### src/logic/vout_ctrl_defs.vh
/*
 * Constants of the output behaviour and detection mask register bank:
 * register addresses, reset values, field positions and the serial
 * slave address.
 * Assumes it is included by its bare name from the design files.
 */
`ifndef VOUT_CTRL_DEFS_VH
`define VOUT_CTRL_DEFS_VH

// Register addresses on the two-wire bus.
`define ADDR_OUT_BEHAV      8'h38
`define ADDR_RSVD_A         8'h39
`define ADDR_RSVD_B         8'h3A
`define ADDR_RSVD_C         8'h3B
`define ADDR_IRQ_MASKS      8'h3C

// Reset values.
`define RST_OUT_BEHAV       8'h2F
`define RST_RSVD_A          8'h55
`define RST_RSVD_B          8'h55
`define RST_RSVD_C          8'h35
`define RST_IRQ_MASKS       8'hFC

// Fields of the output behaviour control register.
`define BIT_REISSUE_EN      7
`define BIT_CLK_TRACK       6
`define BIT_TRANS_BLANK     5
`define BIT_NOVID_BLANK     4
`define GAIN_MSB_HI         3
`define GAIN_MSB_LO         0

// Fields of the mask register: bit of the lowest mask, number of masks.
`define MASK_LSB            2
`define NUM_DETECT          6

// Default 7-bit slave address on the two-wire bus; the value is arbitrary.
`define DEV_ADDR_DEFAULT    7'h44

// Value read back from an address this bank does not hold.
`define READ_UNMAPPED       8'h00

`endif

### src/logic/vout_behaviour.v
/*
 * Output behaviour of the pixel port: clock mode, blanking against
 * lock state, vertical blanking pass-through and Cb gain.
 * Assumes lock inputs and Cb samples are synchronous to clk.
 */
`timescale 1ns/10ps
`default_nettype none

module vout_behaviour (
	input  wire        clk,               // System clock, 40 MHz.
	input  wire        resetn,            // Asynchronous reset, active low.
	input  wire        reissue_en,        // Pass-through control bit.
	input  wire        clk_track_sel,     // Output clock tracks input PLL.
	input  wire        novid_blank_sel,   // Blank when horizontal lock lost, if not tracking.
	input  wire        trans_blank_sel,   // Blank when only horizontal lock, if not tracking.
	input  wire [5:0]  gain,              // Six-bit Cb gain.
	input  wire        horiz_locked,      // Horizontal lock status.
	input  wire        vert_locked,       // Vertical lock status.
	input  wire        vbi_active,        // Vertical blanking interval.
	input  wire [7:0]  cb_in,             // Cb sample, two's complement.
	output reg         out_clk_free_run,  // Output clock free-runs.
	output reg         out_clk_track,     // Output clock follows input PLL.
	output reg         out_blank,         // Output data blanked.
	output reg         fifo_read_en,      // Output FIFO is read.
	output reg         vbi_capture_en,    // Capture and reissue VBI line.
	output reg  [7:0]  cb_out             // Scaled Cb sample.
);

	wire [6:0]         gain_p1;
	wire signed [15:0] cb_prod;
	wire               blank_d;

	// The factor runs from 1/64 at zero up to one at all ones.
	assign gain_p1 = {1'b0, gain} + 7'h01;
	assign cb_prod = $signed(cb_in) * $signed({1'b0, gain_p1});

	// Blanking follows the lock state only while the clock does not track.
	assign blank_d = ~clk_track_sel &
		((~horiz_locked & novid_blank_sel) |
		(horiz_locked & ~vert_locked & trans_blank_sel));

	// All outputs are registered so the pixel port sees clean levels.
	always @(posedge clk or negedge resetn) begin
		if (!resetn) begin
			out_clk_free_run <= 1'b0;
			out_clk_track    <= 1'b0;
			out_blank        <= 1'b0;
			fifo_read_en     <= 1'b0;
			vbi_capture_en   <= 1'b0;
			cb_out           <= 8'h00;
		end else begin
			out_clk_free_run <= ~clk_track_sel & ~horiz_locked;
			out_clk_track    <= clk_track_sel;
			out_blank        <= blank_d;
			fifo_read_en     <= ~blank_d;
			vbi_capture_en   <= reissue_en & vbi_active;
			cb_out           <= cb_prod[13:6];
		end
	end

endmodule // vout_behaviour

`default_nettype wire

### src/logic/vout_ctrl_regs.v
/*
 * Register bank for output behaviour, host-writable reserved registers and
 * detection interrupt masks, reached over a two-wire serial slave.
 * Assumes scl and sda are already synchronous to clk and that the
 * board resolves the open-drain sda line from the output enable.
 */
`timescale 1ns/10ps
`default_nettype none
`include "vout_ctrl_defs.vh"

module vout_ctrl_regs #(
	parameter [6:0] DEV_ADDR = `DEV_ADDR_DEFAULT // Serial slave address.
) (
	input  wire        clk,                 // System clock, 40 MHz.
	input  wire        resetn,              // Asynchronous reset, active low.
	input  wire        scl_in,              // Serial clock level.
	input  wire        sda_in,              // Serial data level.
	output wire        sda_out,             // Serial data drive value.
	output wire        sda_oe_n,            // Serial data drive, active low.
	input  wire [1:0]  cb_gain_lsb,         // Cb gain bits 1:0.
	input  wire        lock_pad_irq_enable, // Lock pad carries interrupt.
	input  wire        lock_pad_func,       // Lock pad alternate function.
	output reg         pll_locked_pad,      // Lock pad level.
	input  wire        nonstd_vsync_status, // Non-standard vsync status.
	input  wire        trick_play_status,   // Trick-play status.
	input  wire        interlace_status,    // Interlaced source status.
	input  wire        tape_source_status,  // Tape source status.
	input  wire        insertion_status,    // Insertion status.
	input  wire        fast_blank_status,   // Fast-blanking status.
	input  wire        horiz_locked,        // Horizontal lock status.
	input  wire        vert_locked,         // Vertical lock status.
	input  wire        vbi_active,          // Vertical blanking interval.
	input  wire [7:0]  cb_in,               // Cb sample in.
	output wire        out_clk_free_run,    // Output clock free-runs.
	output wire        out_clk_track,       // Output clock tracks input PLL.
	output wire        out_blank,           // Output data blanked.
	output wire        fifo_read_en,        // Output FIFO is read.
	output wire        vbi_capture_en,      // VBI line capture and reissue.
	output wire [7:0]  cb_out               // Scaled Cb sample.
);

	// Serial slave states, one-hot.
	localparam [8:0] S_IDLE  = 9'h001;
	localparam [8:0] S_ADDR  = 9'h002;
	localparam [8:0] S_ACKA  = 9'h004;
	localparam [8:0] S_PTR   = 9'h008;
	localparam [8:0] S_ACKP  = 9'h010;
	localparam [8:0] S_WDAT  = 9'h020;
	localparam [8:0] S_ACKW  = 9'h040;
	localparam [8:0] S_RDAT  = 9'h080;
	localparam [8:0] S_ACKR  = 9'h100;

	reg  [8:0] state_q;
	reg  [8:0] state_d;
	reg  [3:0] cnt_q;
	reg  [3:0] cnt_d;
	reg  [7:0] shift_q;
	reg  [7:0] shift_d;
	reg  [7:0] ptr_q;
	reg  [7:0] ptr_d;
	reg        drive_q;
	reg        drive_d;
	reg        rw_q;
	reg        rw_d;
	reg        wr_stb_q;
	reg        wr_stb_d;
	reg        rd_stb_q;
	reg        rd_stb_d;
	reg  [7:0] wr_data_q;
	reg  [7:0] wr_data_d;
	reg  [7:0] wr_addr_q;
	reg  [7:0] wr_addr_d;
	reg        scl_q;
	reg        sda_q;
	reg  [7:0] beh_q;
	reg  [7:0] rsa_q;
	reg  [7:0] rsb_q;
	reg  [7:0] rsc_q;
	reg  [7:0] msk_q;
	reg  [5:0] stat_q;
	reg  [5:0] pend_q;
	reg  [7:0] rd_data;

	wire       scl_rise;
	wire       scl_fall;
	wire       bus_start;
	wire       bus_stop;
	wire [4:0] wr_sel;
	wire [4:0] rd_sel;
	wire [5:0] stat;
	wire [5:0] masks;
	wire       irq;

	// One-hot select of the bank register at an address.
	function [4:0] reg_sel;
		input [7:0] addr;
		begin
			case (addr)
				`ADDR_OUT_BEHAV: reg_sel = 5'h01;
				`ADDR_RSVD_A:    reg_sel = 5'h02;
				`ADDR_RSVD_B:    reg_sel = 5'h04;
				`ADDR_RSVD_C:    reg_sel = 5'h08;
				`ADDR_IRQ_MASKS: reg_sel = 5'h10;
				default:         reg_sel = 5'h00;
			endcase
		end
	endfunction

	// Bus events from the previous and present line levels.
	assign scl_rise  = scl_in & ~scl_q;
	assign scl_fall  = ~scl_in & scl_q;
	assign bus_start = scl_in & scl_q & sda_q & ~sda_in;
	assign bus_stop  = scl_in & scl_q & ~sda_q & sda_in;

	// The slave only ever pulls sda low; the enable is low while pulling.
	assign sda_out  = 1'b0;
	assign sda_oe_n = ~drive_q;

	// Read data for the present pointer; unmapped addresses read as zero.
	always @* begin
		case (rd_sel)
			5'h01:   rd_data = beh_q;
			5'h02:   rd_data = rsa_q;
			5'h04:   rd_data = rsb_q;
			5'h08:   rd_data = rsc_q;
			5'h10:   rd_data = msk_q;
			default: rd_data = `READ_UNMAPPED;
		endcase
	end
	assign rd_sel = reg_sel(ptr_q);

	// Serial slave: bits are taken on scl rise, sda changes on scl fall.
	always @* begin
		state_d   = state_q;
		cnt_d     = cnt_q;
		shift_d   = shift_q;
		ptr_d     = ptr_q;
		drive_d   = drive_q;
		rw_d      = rw_q;
		wr_stb_d  = 1'b0;
		rd_stb_d  = 1'b0;
		wr_data_d = wr_data_q;
		wr_addr_d = wr_addr_q;
		if (bus_start) begin
			state_d = S_ADDR;
			cnt_d   = 4'h0;
			drive_d = 1'b0;
		end else if (bus_stop) begin
			state_d = S_IDLE;
			drive_d = 1'b0;
		end else begin
			case (state_q)
				S_ADDR, S_PTR, S_WDAT: begin
					if (scl_rise && cnt_q != 4'h8) begin
						shift_d = {shift_q[6:0], sda_in};
						cnt_d   = cnt_q + 4'h1;
					end else if (scl_fall && cnt_q == 4'h8) begin
						drive_d = 1'b1;
						if (state_q == S_ADDR) begin
							rw_d = shift_q[0];
							if (shift_q[7:1] == DEV_ADDR) begin
								state_d = S_ACKA;
							end else begin
								state_d = S_IDLE;
								drive_d = 1'b0;
							end
						end else if (state_q == S_PTR) begin
							ptr_d   = shift_q;
							state_d = S_ACKP;
						end else begin
							wr_stb_d  = 1'b1;
							wr_data_d = shift_q;
							wr_addr_d = ptr_q;
							state_d   = S_ACKW;
						end
					end
				end
				S_ACKA, S_ACKP, S_ACKW: begin
					if (scl_fall) begin
						cnt_d = 4'h0;
						if (state_q == S_ACKA && rw_q) begin
							shift_d  = rd_data;
							rd_stb_d = 1'b1;
							drive_d  = ~rd_data[7];
							state_d  = S_RDAT;
						end else begin
							drive_d = 1'b0;
							if (state_q == S_ACKW)
								ptr_d = ptr_q + 8'h01;
							state_d = (state_q == S_ACKA) ? S_PTR : S_WDAT;
						end
					end
				end
				S_RDAT: begin
					if (scl_fall) begin
						if (cnt_q == 4'h7) begin
							drive_d = 1'b0;
							state_d = S_ACKR;
						end else begin
							shift_d = {shift_q[6:0], 1'b0};
							drive_d = ~shift_q[6];
							cnt_d   = cnt_q + 4'h1;
						end
					end
				end
				S_ACKR: begin
					// A master acknowledge asks for the next byte.
					if (scl_rise) begin
						if (sda_in)
							state_d = S_IDLE;
						else
							ptr_d = ptr_q + 8'h01;
					end else if (scl_fall) begin
						cnt_d    = 4'h0;
						shift_d  = rd_data;
						rd_stb_d = 1'b1;
						drive_d  = ~rd_data[7];
						state_d  = S_RDAT;
					end
				end
				S_IDLE: begin
					drive_d = 1'b0;
				end
				default: begin
					state_d = S_IDLE;
					drive_d = 1'b0;
				end
			endcase
		end
	end

	// Slave state and line history.
	always @(posedge clk or negedge resetn) begin
		if (!resetn) begin
			state_q   <= S_IDLE;
			cnt_q     <= 4'h0;
			shift_q   <= 8'h00;
			ptr_q     <= 8'h00;
			drive_q   <= 1'b0;
			rw_q      <= 1'b0;
			wr_stb_q  <= 1'b0;
			rd_stb_q  <= 1'b0;
			wr_data_q <= 8'h00;
			wr_addr_q <= 8'h00;
			scl_q     <= 1'b1;
			sda_q     <= 1'b1;
		end else begin
			state_q   <= state_d;
			cnt_q     <= cnt_d;
			shift_q   <= shift_d;
			ptr_q     <= ptr_d;
			drive_q   <= drive_d;
			rw_q      <= rw_d;
			wr_stb_q  <= wr_stb_d;
			rd_stb_q  <= rd_stb_d;
			wr_data_q <= wr_data_d;
			wr_addr_q <= wr_addr_d;
			scl_q     <= scl_in;
			sda_q     <= sda_in;
		end
	end

	assign wr_sel = reg_sel(wr_addr_q);

	// Bank registers; reserved ones simply hold what the host writes.
	always @(posedge clk or negedge resetn) begin
		if (!resetn) begin
			beh_q <= `RST_OUT_BEHAV;
			rsa_q <= `RST_RSVD_A;
			rsb_q <= `RST_RSVD_B;
			rsc_q <= `RST_RSVD_C;
			msk_q <= `RST_IRQ_MASKS;
		end else if (wr_stb_q) begin
			if (wr_sel[0])
				beh_q <= wr_data_q;
			if (wr_sel[1])
				rsa_q <= wr_data_q;
			if (wr_sel[2])
				rsb_q <= wr_data_q;
			if (wr_sel[3])
				rsc_q <= wr_data_q;
			if (wr_sel[4])
				msk_q <= wr_data_q;
		end
	end

	// Status vector, highest bit pairs with the highest mask bit.
	assign stat  = {nonstd_vsync_status, trick_play_status,
		interlace_status, tape_source_status, insertion_status,
		fast_blank_status};
	assign masks = msk_q[`MASK_LSB+`NUM_DETECT-1:`MASK_LSB];

	// Each edge of an unmasked status latches a pending bit; reading the
	// mask register clears them, but a new edge in that cycle wins.
	genvar gi;
	generate
		for (gi = 0; gi < `NUM_DETECT; gi = gi + 1) begin : g_det
			always @(posedge clk or negedge resetn) begin
				if (!resetn) begin
					stat_q[gi] <= 1'b0;
					pend_q[gi] <= 1'b0;
				end else begin
					stat_q[gi] <= stat[gi];
					pend_q[gi] <= ((stat[gi] ^ stat_q[gi]) &
						~masks[gi]) |
						(pend_q[gi] & ~(rd_stb_q & rd_sel[4]));
				end
			end
		end
	endgenerate

	// Bits 7 to 2 map to sync, trick, interlace, tape, insertion, fast.
	assign irq = |pend_q;

	// Lock pad carries the interrupt or its other function.
	always @(posedge clk or negedge resetn) begin
		if (!resetn)
			pll_locked_pad <= 1'b0;
		else
			pll_locked_pad <= lock_pad_irq_enable ? irq : lock_pad_func;
	end

	// Output path control, steered by the behaviour register.
	vout_behaviour u_behav (
		.clk              (clk),
		.resetn           (resetn),
		.reissue_en       (beh_q[`BIT_REISSUE_EN]),
		.clk_track_sel    (beh_q[`BIT_CLK_TRACK]),
		.novid_blank_sel  (beh_q[`BIT_NOVID_BLANK]),
		.trans_blank_sel  (beh_q[`BIT_TRANS_BLANK]),
		.gain             ({beh_q[`GAIN_MSB_HI:`GAIN_MSB_LO],
			cb_gain_lsb}),
		.horiz_locked     (horiz_locked),
		.vert_locked      (vert_locked),
		.vbi_active       (vbi_active),
		.cb_in            (cb_in),
		.out_clk_free_run (out_clk_free_run),
		.out_clk_track    (out_clk_track),
		.out_blank        (out_blank),
		.fifo_read_en     (fifo_read_en),
		.vbi_capture_en   (vbi_capture_en),
		.cb_out           (cb_out)
	);

endmodule // vout_ctrl_regs

`default_nettype wire

### config.mk
export PLATFORM = sky130hd
export DESIGN_NAME = vout_ctrl_regs
export DESIGN_NICKNAME = d
export VERILOG_FILES = /design/src/logic/vout_behaviour.v /design/src/logic/vout_ctrl_regs.v
export VERILOG_INCLUDE_DIRS = /design/src /design/src/logic
export SDC_FILE = /design/constraint.sdc
export NUM_CORES = 1
export LEC_CHECK = 0
export BUFFER_PORTS_ARGS = -buffer_cell sky130_fd_sc_hd__clkbuf_2
export CAP_MARGIN = 20
export CORE_UTILIZATION = 62
export DETAILED_ROUTE_END_ITERATION = 16
export PLACE_DENSITY = 0.78
export SLEW_MARGIN = 5
export SYNTH_ARGS = -nofsm -noshare
export SYNTH_HDL_FRONTEND = slang
export SYNTH_HIERARCHICAL = 1
export SYNTH_SLANG_ARGS = --single-unit
export TNS_END_PERCENT = 5
### constraint.sdc
create_clock -name clk -period 5.7 [get_ports clk]
set_input_delay 1.14 -clock clk [delete_from_list [all_inputs] [get_ports clk]]
set_output_delay 1.14 -clock clk [all_outputs]
set_load 0.1 [all_outputs]
==> flow_summary.yaml, run 1 <==
global_routing:
  overflow: 0
  grt_pass1_wl_um: 28800
  grt_max_degree: 65
  grt_pass1_vias: 5971
  antenna_found_initial: 0
  grtUsageTotal_pct: 28.8
synthesis:
  ys.flop_type: "dfrtp_1"
  ys_top_cells_by_count: "91 x dfrtp_1, 83 x inv_1, 70 x mux2_2, 42 x nand2_1, 40 x fa_1"
  synth_edf_count: 0
  synth.most_common_cell: "dfrtp_1"
  synth_top_cell_area_share_pct: 29.0
  synth_area_per_cell_um2: 10.6
  ys_async_sr_fraction_pct: 100
  yosys_warnings: 6
  synth_top_cell_by_area: "dfrtp_1"
  synth_area_leaders: "dfrtp_1 29%, fa_1 10%, mux2_2 10%, dfstp_2 8.7%, ha_1 5.7%"
  syn_inst: 744
  seq_area_frac_synth_pct: 37.7
  ys_types: 74
  yosys_register_bits: 117
  syn_nets: 845
  syn_area_um2: 7850
clock_network:
  cts_made_buffers: 17
  cts_root_buffer: "clkbuf_16"
  htree_levels: 4
  clk_path_buf_depth: 2
  cts_tree: "done"
  cts.sinks: 117
  hold_buffers: 0
  insertion_delay_ns: 0.42
  clk_pin_slew_worst_paths_ns: 0.05
  postCtsSetupRepairBufs: 0
setup_path:
  startpoint: "cb_gain_lsb[1]"
  end_kind: "register"
  r2r_end: "u_behav/cb_out[7]"
  reg2reg_from: "beh_q[1]"
  cp.arrival_ns: 5.65
  r2r_slack_ns: 0.73
  cp_num_cells: 18
  cpMostUsedCell: "fa_1"
  critPathTopFamily: "adder cells"
  start_kind: "input port"
  cp_num_buf_inv: 4
  worstPathCellList: "clkbuf_2 -> ha_1 -> nand3_1 -> xnor2_1 -> nand2_1 -> fa_1 -> inv_1 -> fa_1 -> fa_1 -> inv_1 -> fa_1 -> inv_1 -> ha_1 -> a21oi_2 -> nand2_2 -> a221oi_4 -> o21ai_2 -> xnor2_1"
  crit_required_ns: 5.99
  cp_max_fo: 6
  cp_slowest_cell: "fa_1"
  slowest_delay_ns: 0.55
  critical_path.endpoint: "u_behav/cb_out[7]"
  r2r_cells: 17
  worstSetupPathType: "input port to register"
placement:
  post-dp-hpwl_um: 12200
  gp_congestion: 0.879
  dpl_cell_area_um2: 8190
  portBuffers: 39
sta:
  setup_viol: 0
  rsz0062_at_grt: "no"
  fin_crit_sh_pct: 94.0
  hold_slack_ns: 0.476
  hold_viol: 0
  slew_headroom_pct: 28.6
  clock_skew_ns: 0.00632
  tightest_slew_ns: 1.06
  fin_setup_tns_ns: 0
  maxSlewViolCount: 0
  min_period_ns: 5.36
  achievable-frequency_mhz: 187
drt:
  wl_um: 17100
  via_count: 5681
  wire_per_inst_um: 17.7
  firstDrtPassIters: 5
  ant_nets: 0
  drc: 0
  drt_iter0_drc: 317
  routed_via_density: 5.88
layout:
  antenna_cells: 0
  areaGrowthSynthToFinish_pct: 11.8
  fillers: 853
  fin_util_pct: 72.2
  design_area_um2: 8780
  layout.nets: 886
  drive_gt1_share_pct: 24.2
flow_run:
  drv_cap: 0
pwr:
  ir_worst_vdd_v: 0.000204
  p_leak_nw: 4.10
  power_mw: 2.37
  p_per_area_nw_per_um2: 270
floorplan:
  start_util_pct: 64.6
  die_height_um: 115
  rows: 40
  io_pins: 41
  die_x_um: 115
  dieArea_um2: 13100
  core_um2: 12200
hold_path:
  min_path_type: "register to register"
  whs_path_depth: 0
status:
  status: "completed"
-- layout by cell type (no fill, tap or decap), drive strengths merged, types with 4 or more instances in the layout --
cell	instances
a22o	8
nand3	23
a221oi	5
nand2b	12
nor4	9
xor2	7
clkinv	5
a22oi	11
a211oi	5
or3	8
nand2	43
clkbuf	61
nor4b	4
mux2	70
nor2b	19
a21oi	19
ha	36
a31oi	5
o22ai	4
dfrtp	91
and2	34
dfstp	26
o21ai	31
fa	40
inv	83
xnor2	21
buf	7
and3	11
nor3	12
nor2	32
-- cell families (layout without fill, tap and decap cells) --
logic type                 count (synthesis)  after routing  synth area share [%]
and+or+nand+nor                          228            228                  16.5
xor gates and xnor gates                  28             28                  3.22
AOI/OAI and AO/OA                        116            116                  11.0
muxes                                     72             72                  10.3
other                                      1              1                0.0478
DFF                                      117            117                  37.7
buffers and inverters                    106            160                  5.32
adders and majority gates                 76             76                  15.9
-- worst reg2reg max path: stages (launching register included) --
cell      delay, ns
dfstp_2        0.60
and3_1         0.22
nand3_1        0.14
xnor2_2        0.42
nor2b_1        0.10
ha_1           0.29
inv_1          0.05
fa_1           0.54
inv_1          0.06
fa_1           0.52
inv_1          0.05
fa_1           0.52
inv_1          0.05
ha_1           0.36
and4_2         0.29
a221oi_4       0.38
o21ai_2        0.12
xnor2_1        0.13
-- final cells by class --
type | instances | area, µm² | area share, %
clock inverters | 9 | 104 | 1.18
inverters | 83 | 312 | 3.55
repair buffers | 45 | 243 | 2.77
flip-flops and latches | 117 | 2960 | 33.7
well taps | 168 | 210 | 2.39
clock buffers | 23 | 468 | 5.33
multi-input cells | 521 | 4480 | 51.0
-- how the worst min path moves through the flow --
stage,start,to
global placement,beh_q[6],u_behav/out_clk_track
detailed placement,beh_q[6],u_behav/out_clk_track
floorplan,beh_q[6],u_behav/out_clk_track
global route,beh_q[6],u_behav/out_clk_track
finish,beh_q[6],u_behav/out_clk_track
CTS,beh_q[6],u_behav/out_clk_track
-- per-layer routing --
layer / track usage [%] / part of all wire [%] / vias up
li1: - / - / 2645
met1: 35.8 / 43 / 2858
met2: 49.3 / 50 / 155
met3: 5.98 / 4.5 / 23
met4: 11.4 / 2.0 / 0
met5: 0 / 0 / -
-- per-stage QoR --
| step | instances | setup slack, ns |
|---|---|---|
| floorplan | 744 | 0.327 |
| global placement | 933 | 0.0862 |
| detailed placement | 933 | -0.119 |
| CTS | 965 | 0.310 |
| global route | 966 | 0.0899 |
| finish | 966 | 0.344 |
-- timing repair --
action / in CTS / in global routing
hold endpoints to repair: 0 / 0
gates resized for setup: 0 / 1
setup endpoints to repair: 0 / 1
-- registers in the layout, summed over array words and instances (netlist names), 6 cells and up --
name / cells
stat_q: 6
shift_q: 8
beh_q: 8
state_q: 9
pend_q: 6
rsb_q: 8
msk_q: 8
rsc_q: 8
ptr_q: 8
wr_addr_q: 8
wr_data_q: 8
rsa_q: 8
u_behav/cb_out: 8
-- power breakdown --
group / internal, mW / total, mW / switching (mW) / leakage (nW)
combinational: 0.122 / 0.450 / 0.327 / 2.35
sequential: 0.866 / 0.886 / 0.0200 / 1.47
clock: 0.663 / 1.03 / 0.368 / 0.277
total: 1.65 / 2.37 / 0.716 / 4.10
Power figures use the tool's default switching activity.
==> inputs of run 2 (changes only) <==
- ABC_AREA: default -> 1
- CORE_UTILIZATION: 62 -> 63
- PLACE_DENSITY: 0.78 -> 0.79
==> run 2 against run 1 <==
Against the previous run: register-to-register slack improved by 0.09 ns; critical path depth rose by 6; design area rose by 6.5%; sequential share of layout area fell by 2.1 points; synthesized cell count rose by 48%; maximum frequency rose by 4.5%; total power rose by 13%; largest cell class unchanged; largest power group unchanged.
==> flow_summary.yaml, run 2 <==
pwr:
  ir_worst_vdd_v: 0.000286
  internal_power_mw: 1.80
  p_sw_mw: 0.867
  p_comb_share_pct: 22.0
  seqPwrFrac_pct: 34.8
  swShare_pct: 32.5
  p_leak_nw: 4.79
  p_per_area_nw_per_um2: 285
  p_clk_share_pct: 43.2
floorplan:
  rows: 41
  start_util_pct: 65.5
  die_x_um: 117
  core_um2: 12800
  io_pins: 41
  dieArea_um2: 13700
  die_height_um: 117
placement:
  gp_congestion: 0.910
  dpl_cell_area_um2: 8710
  portBuffers: 39
  place_ws_ns: 0.204
  post-dp-hpwl_um: 14600
clock_network:
  cts_made_buffers: 17
  cts.sinks: 117
  cts_root_buffer: "clkbuf_16"
  cts_resized: 0
  clk_path_buf_depth: 2
  clk_pin_slew_worst_paths_ns: 0.06
  htree_levels: 4
  insertion_delay_ns: 0.43
  postCtsSetupRepairBufs: 0
  cts_tree: "done"
  hold_buffers: 0
drt:
  routed_via_density: 5.30
  drt_iter0_drc: 583
  via_count: 7070
  wl_um: 19600
  firstDrtPassIters: 7
  drc: 0
  ant_nets: 0
  wire_per_inst_um: 14.7
hold_path:
  whs_path_depth: 2
  min_path_type: "register to register"
layout:
  largest_reg_flops: 9
  drive_gt1_share_pct: 14.2
  final_cell_mix: "282 x nand2_1, 189 x inv_1, 129 x nor2_1, 91 x dfrtp_1, 77 x o21ai_0"
  fillers: 1031
  areaGrowthSynthToFinish_pct: 11.8
  antenna_cells: 0
  layout_commonest_cell: "nand2_1"
  regArea_um2: 2960
  multi_input_area_um2: 4540
  regMostFlops: "state_q"
  layout.nets: 1250
  design_area_um2: 9350
sta:
  fin_setup_tns_ns: 0
  clock_skew_ns: 0.00826
  hold_viol: 0
  setup_viol: 0
  maxSlewViolCount: 0
  worst_slack_ns: 0.573
  min_period_ns: 5.13
  tightest_slew_ns: 0.981
  fin_crit_sh_pct: 89.9
  slew_headroom_pct: 34.5
  rsz0062_at_grt: "no"
  achievable-frequency_mhz: 195
global_routing:
  grt_pass1_wl_um: 32000
  overflow: 0
  antenna_found_initial: 0
  grtUsageTotal_pct: 31.0
  grt_pass1_vias: 6531
  grt_max_degree: 72
synthesis:
  synth.most_common_cell: "nand2_1"
  ys_async_sr_fraction_pct: 100
  syn_area_um2: 8360
  synth_top_cell_area_share_pct: 27.2
  ys_types: 48
  seq_area_frac_synth_pct: 35.4
  synth_edf_count: 0
  yosys_register_bits: 117
  synth_area_leaders: "dfrtp_1 27%, nand2_1 13%, fa_1 9.6%, inv_1 8.5%, dfstp_2 8.2%"
  syn_inst: 1103
  ys.flop_type: "dfrtp_1"
  synth_top_cell_by_area: "dfrtp_1"
  syn_nets: 1204
  ys_top_cells_by_count: "282 x nand2_1, 189 x inv_1, 129 x nor2_1, 91 x dfrtp_1, 77 x o21ai_0"
  synth_area_per_cell_um2: 7.58
  yosys_warnings: 6
flow_run:
  drv_cap: 0
setup_path:
  cp.arrival_ns: 5.44
  worstSetupPathType: "input port to register"
  start_kind: "input port"
  r2r_cells: 22
  crit_required_ns: 6.01
  end_kind: "register"
  cp_max_fo: 6
status:
  status: "completed"
## run 2: changes by cell type in the layout (fill, tap and decap cells not counted), moves of 13 or more
cell     before  now
and2_1       34    1
inv_1        83  189
inv_2         0   15
mux2_2       70    0
nand2_1      42  282
nand3_1      22   57
nor2_1       32  129
nor2b_1      19    0
o21ai_0      28   77
o21ai_1       0   13
xnor2_1      19    6
## run 2: cells by family (layout without fill, tap and decap cells)
| kind of cell | after synthesis | in the layout | synth area share (%) |
|---|---|---|---|
| xor gates and xnor gates | 16 | 16 | 1.68 |
| buffers and inverters | 221 | 279 | 10.4 |
| other | 1 | 1 | 0.0448 |
| adders and majority gates | 76 | 76 | 15.0 |
| and+or+nand+nor | 540 | 540 | 28.8 |
| DFF | 117 | 117 | 35.4 |
| AOI/OAI and AO/OA | 132 | 132 | 8.80 |
## run 2: area by class of cell
cell class | instances | share of cell area [%]
timing repair buffer | 44 | 2.52
multi-input combinational | 765 | 48.5
clock buffer | 20 | 4.89
inverter | 204 | 8.19
clock inverter | 11 | 1.89
sequential | 117 | 31.7
tap | 172 | 2.30
## run 2: layer usage
layer	share of wire [%]	GRT usage, %
met4	1.4	9.79
met1	47	43.3
met5	0	0
met3	7.0	8.50
met2	45	46.9
## run 2: final timing paths
check                          startpoint           endpoint  slack (ns)
max in group asynchronous          resetn           cnt_q[0]        3.72
setup / recovery           cb_gain_lsb[0]  u_behav/cb_out[6]        0.57
hold / removal                 shift_q[4]         shift_q[4]        0.48
setup reg to reg                 beh_q[0]  u_behav/cb_out[7]        0.82
min in group asynchronous          resetn     pll_locked_pad        0.85
hold reg to reg                shift_q[4]         shift_q[4]        0.48
## run 2: critical path: stages
cell and delay [ns]:
clkbuf_2 0.12, ha_1 0.19, nand2_2 0.10, nor2_4 0.15
inv_1 0.06, nand2_1 0.21, nor2_1 0.10, fa_1 0.54
inv_1 0.05, fa_1 0.47, inv_1 0.05, fa_1 0.53
inv_1 0.05, fa_1 0.53, inv_1 0.05, ha_1 0.34
inv_1 0.09, o21bai_1 0.06, nor2_1 0.20, inv_1 0.06
a21oi_1 0.16, nand2_1 0.07, nand2_1 0.06, nand2_1 0.04
## run 2: per-stage QoR
stage               power (mW)  util (%)  cells  hold WS (ns)
finish                    2.67      73.2   1333         0.480
global route              2.79      73.2   1333         0.503
CTS                       2.67      73.2   1333         0.483
detailed placement        1.52      68.2   1302         0.461
global placement          1.51      68.2   1302         0.453
floorplan                 1.39         -   1103         0.414
## run 2: power by group through the flow
stage               clock (mW)  combinational (mW)  sequential [mW]
floorplan                    0               0.315             1.07
global placement             0               0.572            0.939
detailed placement           0               0.583            0.940
CTS                       1.16               0.586            0.927
global route              1.20               0.653            0.936
finish                    1.15               0.586            0.927
==> inputs of run 3 (changes only) <==
- REMOVE_ABC_BUFFERS: default -> 1
==> run 3 against run 2 <==
Against the previous run: clock power about the same; critical endpoint unchanged; global-route usage down 0.062 points; hold slack worse by 0.018 ns; design area up 0.20%; worst setup slack worse by 0.067 ns; utilization up 0.15 points; first-iteration DRC count up 19%; count of clock-buffer cells in the layout up 1; highest routed layer unchanged; sequential cell count unchanged; die area unchanged; sequential share of layout area down 0.063 points.
==> flow_summary.yaml, run 3 (synthesized netlist as in run 2, its figures left out) <==
sta:
  setup_viol: 0
  achievable-frequency_mhz: 193
  hold_viol: 0
  slew_headroom_pct: 38.4
  fin_crit_sh_pct: 91.1
  maxSlewViolCount: 0
  fin_setup_tns_ns: 0
  clock_skew_ns: 0.00628
  min_period_ns: 5.19
  worst_slack_ns: 0.506
  rsz0062_at_grt: "no"
  tightest_slew_ns: 0.924
drt:
  via_count: 7219
  wl_met1_um: 8290
  drc: 0
  firstDrtPassIters: 5
  met3_length_um: 1290
  ant_nets: 0
  drt_iter0_drc: 696
  wl_um: 19200
  dr_wl_met2_um: 9280
  routed_via_density: 5.41
  top_layer: "met4"
  wire_per_inst_um: 14.4
clock_network:
  htree_levels: 4
  clk_pin_slew_worst_paths_ns: 0.06
  clk_path_buf_depth: 2
  postCtsSetupRepairBufs: 0
  cts.sinks: 117
  cts_root_buffer: "clkbuf_16"
  hold_buffers: 0
  cts_tree: "done"
  cts_resized: 0
  cts_made_buffers: 17
  insertion_delay_ns: 0.41
setup_path:
  cp.arrival_ns: 5.50
  cp_max_fo: 6
  worstSetupPathType: "input port to register"
  r2r_slack_ns: 0.88
  start_kind: "input port"
  crit_required_ns: 6.01
  reg2reg_from: "beh_q[0]"
  r2r_cells: 21
  end_kind: "register"
  r2r_end: "u_behav/cb_out[6]"
placement:
  dpl_cell_area_um2: 8710
  place_ws_ns: 0.141
  post-dp-hpwl_um: 14200
  gp_congestion: 0.957
  portBuffers: 39
  dp_cells: 1301
global_routing:
  overflow: 0
  grt_pass1_vias: 6880
  grt_pass1_wl_um: 32400
  antenna_found_initial: 0
  grtUsageTotal_pct: 30.9
  grt_max_degree: 73
layout:
  layout_commonest_cell: "nand2_1"
  antenna_cells: 0
  largest_reg_flops: 9
  finalNonFillerCells: 1334
  fillers: 1011
  areaGrowthSynthToFinish_pct: 12.0
  regMostFlops: "state_q"
  final_cell_mix: "282 x nand2_1, 189 x inv_1, 129 x nor2_1, 91 x dfrtp_1, 77 x o21ai_0"
  layout.nets: 1250
  drive_gt1_share_pct: 14.2
  design_area_um2: 9370
hold_path:
  min_from: "beh_q[6]"
  whs_path_depth: 0
  min_path_type: "register to register"
  hold_end: "u_behav/out_clk_track"
floorplan:
  io_pins: 41
  core_um2: 12800
  die_height_um: 117
  die_x_um: 117
  rows: 41
  start_util_pct: 65.5
  dieArea_um2: 13700
pwr:
  p_leak_nw: 4.81
  ir_worst_vdd_v: 0.000210
  p_per_area_nw_per_um2: 284
  power_mw: 2.66
flow_run:
  drv_cap: 0
status:
  status: "completed"
## run 3: power breakdown
group / switching [mW] / total, mW / internal [mW]
logic: 0.425 / 0.580 / 0.155
clock network: 0.394 / 1.15 / 0.757
registers: 0.0366 / 0.926 / 0.889
## run 3: per-stage QoR
step	hold WS, ns	util (%)
floorplan	0.414	-
global placement	0.443	68.2
detailed placement	0.444	68.2
CTS	0.456	73.1
global route	0.494	73.3
finish	0.462	73.3
## run 3: how the worst max path moves through the flow
stage                              endpoint  slack, ns           start
after global routing      u_behav/cb_out[6]       0.17  cb_gain_lsb[0]
after floorplan           u_behav/cb_out[6]       0.47  cb_gain_lsb[0]
after detailed placement  u_behav/cb_out[6]       0.14  cb_gain_lsb[1]
after CTS                 u_behav/cb_out[6]       0.54  cb_gain_lsb[1]
final                     u_behav/cb_out[6]       0.51  cb_gain_lsb[1]
after global placement    u_behav/cb_out[7]       0.24  cb_gain_lsb[1]
## run 3: critical path, stage by stage
cell	delay, ns
clkbuf_2	0.11
ha_1	0.21
nand2_2	0.11
nor2_4	0.15
inv_1	0.05
nand2_1	0.19
nor2_1	0.10
fa_1	0.54
inv_1	0.05
fa_1	0.47
inv_1	0.05
fa_1	0.53
inv_1	0.05
fa_1	0.53
inv_1	0.04
ha_1	0.34
inv_1	0.09
o21bai_1	0.06
nor2_1	0.21
inv_1	0.08
a21oi_1	0.21
nand2_1	0.07
nand2_1	0.06
nand2_1	0.05
## run 3: layout make-up
cell class,count,area [µm²],share of cell area (%)
flip-flops and latches,117,2960,31.6
clock inverters,11,171,1.83
inverters,204,766,8.18
repair buffers,44,255,2.73
clock buffers,21,460,4.92
well taps,172,215,2.30
multi-input cells,765,4540,48.5
## run 3: layer usage
| metal | GRT usage, % | vias up |
|---|---|---|
| met5 | 0 | - |
| met4 | 9.96 | 0 |
| met3 | 5.82 | 31 |
| met2 | 50.8 | 284 |
| met1 | 41.5 | 3408 |
| li1 | - | 3496 |
